## config.mk

```make
export PLATFORM = sky130hd
export DESIGN_NAME = dcs_core
export DESIGN_NICKNAME = d
export VERILOG_FILES = /design/src/logic/dcs_pkg.sv /design/src/logic/dcs_profile_mem.sv /design/src/logic/dcs_core.sv
export VERILOG_INCLUDE_DIRS = /design/src /design/src/logic
export SDC_FILE = /design/constraint.sdc
export NUM_CORES = 1
export LEC_CHECK = 0
export ABC_AREA = 0
export BUFFER_PORTS_ARGS = -buffer_cell sky130_fd_sc_hd__clkbuf_2
export CORE_AREA = 2 2 212 423
export CTS_BUF_LIST = sky130_fd_sc_hd__clkbuf_4
export DETAILED_ROUTE_END_ITERATION = 6
export DIE_AREA = 0 0 214 425
export PLACE_DENSITY = 0.6
export SLEW_MARGIN = 20
export SYNTH_ARGS = -nofsm -noshare
export SYNTH_HDL_FRONTEND = slang
export SYNTH_SLANG_ARGS = --single-unit
export TNS_END_PERCENT = 50
```

## constraint.sdc

```tcl
create_clock -name i_ref_clk -period 8.88 [get_ports i_ref_clk]
set_input_delay 0 -clock i_ref_clk [delete_from_list [all_inputs] [get_ports i_ref_clk]]
set_output_delay 0 -clock i_ref_clk [all_outputs]
set_load 0.005 [all_outputs]
```

## src/logic/dcs_defines.svh

```systemverilog
/*
 Register offsets, field positions, reset values and fixed counts of the clock synth core.
 Assumes a 12-bit APB byte address and 32-bit data.
*/
`ifndef DCS_DEFINES_SVH
`define DCS_DEFINES_SVH

// ============================================================
// Register byte offsets
`define DCS_OFF_CTRL1      12'h000
`define DCS_OFF_CTRL2      12'h004
`define DCS_OFF_PROF_IDX   12'h008
`define DCS_OFF_PROF_FTWL  12'h00C
`define DCS_OFF_PROF_FTWH  12'h010
`define DCS_OFF_PROF_PHASE 12'h014
`define DCS_OFF_PROF_LOAD  12'h018
`define DCS_OFF_STATUS     12'h01C

// ============================================================
// First control word fields
`define DCS_C1_HS_SYNC     0
`define DCS_C1_HW_SYNC     1
`define DCS_C1_AUTO_SYNC   3
`define DCS_C1_LOCK_ERR    24
`define DCS_C1_WMASK       32'h0000000B
`define DCS_C1_RESET       32'h00000000

// ============================================================
// Second control word fields
`define DCS_C2_CP_LSB      0
`define DCS_C2_RDIV_LSB    3
`define DCS_C2_SYS_UNDIV   5
`define DCS_C2_DRV_LSB     6
`define DCS_C2_M_LSB       8
`define DCS_C2_N_LSB       12
`define DCS_C2_SURGE_RISE  16
`define DCS_C2_SURGE_FALL  17
`define DCS_C2_NODEF_RISE  18
`define DCS_C2_NODEF_FALL  19
`define DCS_C2_WMASK       32'h000FFFFF
`define DCS_C2_RESET       32'h00000000

// ============================================================
// Driver source codes
`define DCS_DRV_UNDIV      2'h0
`define DCS_DRV_DIV        2'h1
`define DCS_DRV_FEEDBACK   2'h2

// ============================================================
// Sizes and alignment counts
`define DCS_ACC_W          48
`define DCS_PHASE_W        14
`define DCS_DAC_W          10
`define DCS_PROF_W         62
`define DCS_ALIGN_CNT_LS   2'h1
`define DCS_ALIGN_CNT_HS   2'h2
`define DCS_DAC_MID        11'h200
`define DCS_DAC_MAX        11'h3FF

`endif

```

## src/logic/dcs_pkg.sv

```systemverilog
/*
 Types shared by the clock synth core.
 Assumes dcs_defines.svh for all numeric constants.
*/
package dcs_pkg;
    // ============================================================
    // Sync clock alignment modes
    typedef enum logic [1:0] {
        DCS_SYNC_FREE,
        DCS_SYNC_MANUAL,
        DCS_SYNC_AUTO
    } dcs_sync_mode_t;

    typedef logic [2:0] dcs_prof_idx_t;
endpackage : dcs_pkg

```

## src/logic/dcs_profile_mem.sv

```systemverilog
/*
 Eight-entry profile store; each word holds a phase offset above a frequency word.
 Assumes one write port from the register block and a read address already synchronised.
*/
`timescale 1ns/1ps
`include "dcs_defines.svh"

module dcs_profile_mem
(
    input wire logic i_ref_clk,
    input wire logic i_rstn,
    input wire logic i_ce,
    input wire logic i_we,
    input wire dcs_pkg::dcs_prof_idx_t i_waddr,
    input wire logic [`DCS_PROF_W-1:0] i_wdata,
    input wire dcs_pkg::dcs_prof_idx_t i_raddr,
    output logic [`DCS_PROF_W-1:0] o_rdata
);
    import dcs_pkg::*;

    logic [`DCS_PROF_W-1:0] mem_r [0:7];
    logic [`DCS_PROF_W-1:0] rdata_r;

    // ============================================================
    // Storage
    // Both fields leave in one registered word, so a profile change can never mix two entries.
    always_ff @(posedge i_ref_clk)
    begin
        if (i_ce && i_we)
        begin
            mem_r[i_waddr] <= i_wdata;
        end
    end

    always_ff @(posedge i_ref_clk)
    begin
        if (!i_rstn)
        begin
            rdata_r <= '0;
        end
        else if (i_ce)
        begin
            rdata_r <= mem_r[i_raddr];
        end
    end

    assign o_rdata = rdata_r;
endmodule : dcs_profile_mem

```

## src/logic/dcs_core.sv

```systemverilog
/*
 Digital core of the DDS clock synthesiser: control words, profiles, phase path,
 cosine amplitude and sync clock alignment, with an APB register slave.
 Assumes i_ref_clk is the DDS sample clock; profile pins, sync input and lock error
 arrive asynchronously; the analog dividers and driver take the control outputs.
*/
`timescale 1ns/1ps
`include "dcs_defines.svh"

module dcs_core
(
    input wire logic i_ref_clk,
    input wire logic i_rstn,
    input wire logic i_ce,
    input wire logic i_psel,
    input wire logic i_penable,
    input wire logic i_pwrite,
    input wire logic [11:0] i_paddr,
    input wire logic [31:0] i_pwdata,
    output logic [31:0] o_prdata,
    output logic o_pready,
    output logic o_pslverr,
    input wire dcs_pkg::dcs_prof_idx_t i_profile_select,
    input wire logic i_sync_in,
    input wire logic i_lock_err,
    output logic o_status_out,
    output logic o_status_oe_n,
    output logic o_sync_clk,
    output logic [`DCS_DAC_W-1:0] o_dac_data,
    output logic [1:0] o_rf_div_code,
    output logic o_dds_sample_clock_undivided,
    output logic [1:0] o_driver_src,
    output logic [3:0] o_ref_div_m1,
    output logic [3:0] o_fb_div_n1,
    output logic [2:0] o_cp_scale_m1,
    output logic o_surge_rise_extra,
    output logic o_surge_fall_extra,
    output logic o_surge_rise_def_off,
    output logic o_surge_fall_def_off
);
    import dcs_pkg::*;

    // ============================================================
    // Input synchronisers
    logic [2:0] prof_s1_r, prof_s2_r;
    logic sync_s1_r, sync_s2_r, sync_s3_r;
    logic lock_s1_r, lock_s2_r;

    always_ff @(posedge i_ref_clk)
    begin
        if (!i_rstn)
        begin
            prof_s1_r <= 3'h0;
            prof_s2_r <= 3'h0;
            sync_s1_r <= 1'b0;
            sync_s2_r <= 1'b0;
            sync_s3_r <= 1'b0;
            lock_s1_r <= 1'b0;
            lock_s2_r <= 1'b0;
        end
        else if (i_ce)
        begin
            prof_s1_r <= i_profile_select;
            prof_s2_r <= prof_s1_r;
            sync_s1_r <= i_sync_in;
            sync_s2_r <= sync_s1_r;
            sync_s3_r <= sync_s2_r;
            lock_s1_r <= i_lock_err;
            lock_s2_r <= lock_s1_r;
        end
    end

    logic sync_rise;
    assign sync_rise = sync_s2_r && !sync_s3_r;
    // ============================================================
    // Register block
    logic [31:0] ctrl1_r, ctrl1_nxt;
    logic [31:0] ctrl2_r, ctrl2_nxt;
    logic [2:0] pidx_r, pidx_nxt;
    logic [31:0] pftwl_r, pftwl_nxt;
    logic [15:0] pftwh_r, pftwh_nxt;
    logic [13:0] pphase_r, pphase_nxt;
    logic lock_err_r, lock_err_nxt;
    logic [31:0] prdata_r, prdata_nxt;
    logic pready_r, pready_nxt;
    logic pslverr_r, pslverr_nxt;
    logic prof_we;
    logic [1:0] sync_cnt_r, sync_cnt_nxt;
    logic [1:0] drv_r, drv_nxt;

    logic setup_ph, wr_ph;
    assign setup_ph = i_psel && !i_penable;
    assign wr_ph = i_psel && i_penable && pready_r && i_pwrite;

    function automatic logic addr_ok(input logic [11:0] a);
        addr_ok = (a == `DCS_OFF_CTRL1) || (a == `DCS_OFF_CTRL2) ||
                  (a == `DCS_OFF_PROF_IDX) || (a == `DCS_OFF_PROF_FTWL) ||
                  (a == `DCS_OFF_PROF_FTWH) || (a == `DCS_OFF_PROF_PHASE) ||
                  (a == `DCS_OFF_PROF_LOAD) || (a == `DCS_OFF_STATUS);
    endfunction : addr_ok
    always_comb
    begin
        ctrl1_nxt = ctrl1_r;
        ctrl2_nxt = ctrl2_r;
        pidx_nxt = pidx_r;
        pftwl_nxt = pftwl_r;
        pftwh_nxt = pftwh_r;
        pphase_nxt = pphase_r;
        lock_err_nxt = lock_err_r;
        prdata_nxt = prdata_r;
        pready_nxt = setup_ph;
        pslverr_nxt = setup_ph && !addr_ok(i_paddr);
        prof_we = 1'b0;
        if (setup_ph)
        begin
            prdata_nxt = 32'h0;
            case (i_paddr)
                `DCS_OFF_CTRL1: prdata_nxt = ctrl1_r | ({31'h0, lock_err_r} << `DCS_C1_LOCK_ERR);
                `DCS_OFF_CTRL2: prdata_nxt = ctrl2_r;
                `DCS_OFF_PROF_IDX: prdata_nxt = {29'h0, pidx_r};
                `DCS_OFF_PROF_FTWL: prdata_nxt = pftwl_r;
                `DCS_OFF_PROF_FTWH: prdata_nxt = {16'h0, pftwh_r};
                `DCS_OFF_PROF_PHASE: prdata_nxt = {18'h0, pphase_r};
                `DCS_OFF_STATUS: prdata_nxt = {25'h0, lock_s2_r, sync_s2_r, sync_cnt_r, prof_s2_r};
                default: prdata_nxt = 32'h0;
            endcase
        end
        if (wr_ph)
        begin
            case (i_paddr)
                `DCS_OFF_CTRL1:
                begin
                    ctrl1_nxt = i_pwdata & `DCS_C1_WMASK;
                    lock_err_nxt = lock_err_r && !i_pwdata[`DCS_C1_LOCK_ERR];
                end
                `DCS_OFF_CTRL2: ctrl2_nxt = i_pwdata & `DCS_C2_WMASK;
                `DCS_OFF_PROF_IDX: pidx_nxt = i_pwdata[2:0];
                `DCS_OFF_PROF_FTWL: pftwl_nxt = i_pwdata;
                `DCS_OFF_PROF_FTWH: pftwh_nxt = i_pwdata[15:0];
                `DCS_OFF_PROF_PHASE: pphase_nxt = i_pwdata[13:0];
                `DCS_OFF_PROF_LOAD: prof_we = 1'b1;
                default: prof_we = 1'b0;
            endcase
        end
        // A lock error in the same cycle as its clear wins, so no event is lost.
        lock_err_nxt = lock_err_nxt || lock_s2_r;
        drv_nxt = (ctrl2_nxt[`DCS_C2_DRV_LSB +: 2] == `DCS_DRV_FEEDBACK) ?
                  `DCS_DRV_FEEDBACK : {1'b0, ctrl2_nxt[`DCS_C2_DRV_LSB]};
    end

    always_ff @(posedge i_ref_clk)
    begin
        if (!i_rstn)
        begin
            ctrl1_r <= `DCS_C1_RESET;
            ctrl2_r <= `DCS_C2_RESET;
            pidx_r <= 3'h0;
            pftwl_r <= 32'h0;
            pftwh_r <= 16'h0;
            pphase_r <= 14'h0;
            lock_err_r <= 1'b0;
            prdata_r <= 32'h0;
            pready_r <= 1'b0;
            pslverr_r <= 1'b0;
            drv_r <= `DCS_DRV_UNDIV;
        end
        else if (i_ce)
        begin
            ctrl1_r <= ctrl1_nxt;
            ctrl2_r <= ctrl2_nxt;
            pidx_r <= pidx_nxt;
            pftwl_r <= pftwl_nxt;
            pftwh_r <= pftwh_nxt;
            pphase_r <= pphase_nxt;
            lock_err_r <= lock_err_nxt;
            prdata_r <= prdata_nxt;
            pready_r <= pready_nxt;
            pslverr_r <= pslverr_nxt;
            drv_r <= drv_nxt;
        end
    end
    assign o_prdata = prdata_r;
    assign o_pready = pready_r;
    assign o_pslverr = pslverr_r;

    // ============================================================
    // Analog control fields
    // The analog dividers and scaler take these codes directly from the second word; the driver code is registered with 3 mapped to 1.
    assign o_rf_div_code = ctrl2_r[`DCS_C2_RDIV_LSB +: 2];
    assign o_dds_sample_clock_undivided = ctrl2_r[`DCS_C2_SYS_UNDIV];
    assign o_driver_src = drv_r;
    assign o_ref_div_m1 = ctrl2_r[`DCS_C2_M_LSB +: 4];
    assign o_fb_div_n1 = ctrl2_r[`DCS_C2_N_LSB +: 4];
    assign o_cp_scale_m1 = ctrl2_r[`DCS_C2_CP_LSB +: 3];
    assign o_surge_rise_extra = ctrl2_r[`DCS_C2_SURGE_RISE];
    assign o_surge_fall_extra = ctrl2_r[`DCS_C2_SURGE_FALL];
    assign o_surge_rise_def_off = ctrl2_r[`DCS_C2_NODEF_RISE];
    assign o_surge_fall_def_off = ctrl2_r[`DCS_C2_NODEF_FALL];

    // ============================================================
    // Profile store
    logic [`DCS_PROF_W-1:0] prof_word;

    dcs_profile_mem u_prof
    (
        .i_ref_clk(i_ref_clk),
        .i_rstn(i_rstn),
        .i_ce(i_ce),
        .i_we(prof_we),
        .i_waddr(pidx_r),
        .i_wdata({pphase_r, pftwh_r, pftwl_r}),
        .i_raddr(prof_s2_r),
        .o_rdata(prof_word)
    );

    // ============================================================
    // Phase path and amplitude
    logic [`DCS_ACC_W-1:0] acc_r, acc_nxt;
    logic [`DCS_PHASE_W-1:0] poff_r, poff_nxt;
    logic [`DCS_PHASE_W-1:0] phase_r, phase_nxt;
    logic [`DCS_DAC_W-1:0] dac_r, dac_nxt;
    logic [9:0] q, y;
    logic [8:0] x;
    logic [18:0] prod;
    logic [10:0] amp;

    always_comb
    begin
        acc_nxt = acc_r + prof_word[`DCS_ACC_W-1:0];
        poff_nxt = prof_word[`DCS_PROF_W-1:`DCS_ACC_W];
        // The offset registered beside the accumulator keeps both from one profile.
        phase_nxt = acc_r[`DCS_ACC_W-1 -: `DCS_PHASE_W] + poff_r;
        // Cosine is a sine a quarter turn ahead; a parabola per half cycle keeps the
        // lookup small at the cost of under six percent amplitude error.
        q = phase_r[`DCS_PHASE_W-1 -: 10] + 10'h100;
        x = q[8:0];
        prod = {10'h0, x} * (19'h00200 - {10'h0, x});
        y = (prod[16:7] > 10'h1FF) ? 10'h1FF : prod[16:7];
        amp = q[9] ? (`DCS_DAC_MID - {1'b0, y}) : (`DCS_DAC_MID + {1'b0, y});
        dac_nxt = (amp > `DCS_DAC_MAX) ? 10'(`DCS_DAC_MAX) : amp[9:0];
    end

    always_ff @(posedge i_ref_clk)
    begin
        if (!i_rstn)
        begin
            acc_r <= '0;
            poff_r <= '0;
            phase_r <= '0;
            dac_r <= '0;
        end
        else if (i_ce)
        begin
            acc_r <= acc_nxt;
            poff_r <= poff_nxt;
            phase_r <= phase_nxt;
            dac_r <= dac_nxt;
        end
    end
    assign o_dac_data = dac_r;

    // ============================================================
    // Sync clock generation and alignment
    dcs_sync_mode_t mode;
    logic sync_clk_r, sync_clk_nxt;
    logic stat_r, stat_nxt;
    logic stat_oe_n_r, stat_oe_n_nxt;

    always_comb
    begin
        mode = ctrl1_r[`DCS_C1_AUTO_SYNC] ? DCS_SYNC_AUTO :
               (ctrl1_r[`DCS_C1_HW_SYNC] ? DCS_SYNC_MANUAL : DCS_SYNC_FREE);
        sync_cnt_nxt = sync_cnt_r + 2'h1;
        case (mode)
            DCS_SYNC_MANUAL:
                sync_cnt_nxt = sync_rise ? sync_cnt_r + 2'h2 : sync_cnt_r + 2'h1;
            DCS_SYNC_AUTO:
            begin
                // The alignment count absorbs the synchroniser delay; the fast mode
                // assumes one more cycle of input path latency.
                if (sync_rise)
                begin
                    sync_cnt_nxt = ctrl1_r[`DCS_C1_HS_SYNC] ?
                                   `DCS_ALIGN_CNT_HS : `DCS_ALIGN_CNT_LS;
                end
            end
            default: sync_cnt_nxt = sync_cnt_r + 2'h1;
        endcase
        sync_clk_nxt = sync_cnt_r[1];
        stat_oe_n_nxt = (mode != DCS_SYNC_FREE);
        stat_nxt = lock_s2_r && (mode == DCS_SYNC_FREE);
    end

    always_ff @(posedge i_ref_clk)
    begin
        if (!i_rstn)
        begin
            sync_cnt_r <= 2'h0;
            sync_clk_r <= 1'b0;
            stat_r <= 1'b0;
            stat_oe_n_r <= 1'b0;
        end
        else if (i_ce)
        begin
            sync_cnt_r <= sync_cnt_nxt;
            sync_clk_r <= sync_clk_nxt;
            stat_r <= stat_nxt;
            stat_oe_n_r <= stat_oe_n_nxt;
        end
    end
    assign o_sync_clk = sync_clk_r;
    assign o_status_out = stat_r;
    assign o_status_oe_n = stat_oe_n_r;
endmodule : dcs_core

```

==> qor.yml <==
outcome:
  outcome: "complete, no violations"
logic_synthesis:
  ys.flop_type: "edfxtp_1"
  synth_top_cell_by_area: "edfxtp_1"
  ys_seq_area_frac: 0.590
  avgSynthCellArea_sq_um: 13.1
  async_flop_share: 0
  synth_edf_count: 496
  ys_seq_elements: 781
  postSynthCellCount: 2663
  yosysWarnings: 0
  synth_top_area_frac: 0.427
  netlist_top_cells_area: "edfxtp_1 (43%), dfxtp_1 (16%), mux4_2 (8.0%)"
  synth_area_sq_um: 34900
  synth_cell_types: 76
finish:
  drive_above_1_share: 0.196
  final_common_cell: "edfxtp_1"
  final_cells: 4290
  multi_input_area_sq_um: 13400
  fillers: 7961
  seq_area_sq_um: 20600
  area_growth_pct: 15.5
  most-common-layout-cells: "edfxtp_1 (496), dfxtp_1 (282), clkbuf_4 (275)"
  layout.nets: 3191
pwr:
  p_leak_uw: 0.0134
  power-per-cell-area_nw_per_um2: 201
  finalPower_uw: 8080
  peakVddDrop_v: 0.000128
timing:
  fin_crit_ns: 8.06
  drv_slew: 0
  setup_viol: 0
  tightest_slew_ns: 1.11
  clock_skew_ns: 0.0711
  rsz0062_at_grt: "false"
  fin_crit_sh: 0.907
  max-slew-margin-rel: 0.259
  max_freq_mhz: 124
  hold_viol: 0
  setup_tns_ns: 0
placed_design:
  hpwl_microns: 56000
  place.gp.congestion: 0.822
  dpl.cell_count: 3839
  portBuffers: 121
grt:
  grt_overflow: 0
  grt_max_degree: 164
  antenna_found_initial: 3
  grt_first_pass_wirelength_microns: 138000
  grt_pass1_vias: 23671
  gr-usage-all-layers: 0.197
setup_path:
  critical_path_arrival_ns: 8.93
  start_kind: "flop"
  crit_path_frequent_cell: "inv_1"
  critPathSlowestCell: "fa_1"
  cpLargestDelayFamily: "adder cells"
  crit_path_end_kind: "flop"
  path_buf_inv: 6
  r2r_start: "phase_r[5]"
  ff2ff_setup_slack_ns: 0.82
  r2r_end: "o_dac_data[8]"
  path_class: "flop to flop"
  max_stage_delay_ns: 0.53
  cp.required_ns: 9.75
  critPathLaunch: "phase_r[5]"
  critPathMaxFanout: 11
  r2r_cells: 30
cts:
  numCtsBuffers: 180
  cts_max_level: 4
  cts_resized: 0
  clk_latency_ns: 1.03
  cts.clk_slew.worst_paths_ns: 0.07
  cts_tree: "done"
  cts_root_buf: "clkbuf_4"
  clock_path_buffers: 3
  clock_sinks: 781
min_path:
  hold_class: "input pin to flop"
  min_from: "i_ce"
  whs_endpoint: "acc_r[30]"
  hold_depth: 4
die:
  dieWidth_microns: 214
  num_io_pins: 122
  start_util: 0.398
  die_h_microns: 425
  core_sq_um: 87700
  dieArea_sq_um: 91000
  fp-row-count: 154
detailed_routing:
  vias: 23062
  totalWireLength_microns: 89500
  drt_first_pass_iters: 7
  via_per_inst: 5.38
  drtIter0Drc: 1676
  drc: 0
  routedWlPerCell_microns: 20.9
  postRouteAntennaNets: 0
job:
  maxCapViolCount: 0
[layer usage]
| metal | vias up | wire [microns] | part of all wire | track usage |
|---|---|---|---|---|
| li1 | 10607 | - | - | - |
| met1 | 11547 | 37400 | 0.42 | 0.245 |
| met2 | 760 | 44200 | 0.49 | 0.337 |
| met3 | 146 | 5490 | 0.061 | 0.0432 |
| met4 | 2 | 2420 | 0.027 | 0.0724 |
| met5 | - | 18 | 0.00020 | 0 |
[synthesized netlist by cell type, types with 6 or more instances]
cell type and n:
o21bai_1 8, clkbuf_1 110, xor2_1 29, nor4_1 6, ha_1 117, nor2b_1 36, edfxtp_1 496, dfxtp_1 285
buf_4 13, and2_1 13, a21o_1 41, nand2b_1 36, nand2_1 239, o21ai_0 46, a221oi_1 6, a31oi_1 12
o211ai_1 6, xnor2_1 35, a22oi_1 33, mux2i_1 132, a222oi_1 9, nor3b_1 10, nand3_1 24, fa_1 53
buf_1 26, o21a_1 9, nor3_1 26, mux4_2 124, nor2_1 251, nand4_1 6, inv_1 84, a21oi_1 182
a211oi_1 76
[how the worst max path moves through the flow]
stage / to / cells after the start / slack [ns]
after floorplan: o_dac_data[8] / 31 / 1.44
after global placement: o_dac_data[8] / 30 / 1.02
after detailed placement: o_dac_data[8] / 30 / 0.82
after CTS: o_dac_data[8] / 30 / 0.80
after global routing: o_dac_data[8] / 30 / 0.30
final: o_dac_data[8] / 30 / 0.82
[repair_timing]
action | CTS | global route
setup buffers | 0 | 0
hold endpoints to repair | 323 | 0
hold buffers | 114 | 0
[where the power goes]
group / switching (uW) / internal, uW
clock: 1410 / 1510
combinational: 702 / 505
sequential: 69.5 / 3890
[cells by family (layout without fill, tap and decap cells)]
family | Yosys count | in the layout | synth area share
flops | 781 | 781 | 0.590
xor+xnor | 64 | 64 | 0.0161
simple gates | 671 | 671 | 0.0850
compound gates | 479 | 479 | 0.0899
other cells | 2 | 10 | 0.000215
buf+inv | 236 | 685 | 0.0269
fa+ha+maj | 170 | 170 | 0.0724
mux | 260 | 260 | 0.119
[flip-flops by register name, summed over array words and instances (netlist names), 10 cells and up]
| register | count |
|---|---|
| poff_r | 14 |
| o_dac_data | 10 |
| acc_r | 48 |
| o_prdata | 32 |
| pftwh_r | 16 |
| ctrl2_r | 20 |
| u_prof.o_rdata | 62 |
| u_prof.mem_r | 496 |
| pphase_r | 14 |
| pftwl_r | 32 |
| phase_r | 10 |
[final cells by class]
type,instances,area share
clock inverter,58,0.00829
antenna,3,0.000186
tap,1170,0.0363
clock buffer,275,0.0512
sequential,781,0.512
timing repair buffer,268,0.0509
multi-input combinational,1651,0.333
inverter,84,0.00801
[worst min-delay path, cell delays in order]
cell and delay, ns:
dlygate4sd3_1 0.57, buf_8 0.23, mux2i_1 0.18, nor2_1 0.07
[per-stage QoR]
stage	utilization	hold slack [ns]	instance area, sq um	worst slack [ns]
6_report	0.460	0.0890	40300	0.822
5_1_grt	0.459	0.0484	40300	0.303
4_1_cts	0.459	0.0307	40300	0.804
3_5_place_dp	0.419	0.228	36700	0.823
3_3_place_gp	0.419	0.229	36700	1.02
2_1_floorplan	-	0.136	34900	1.44
Power figures use the tool's default switching activity.
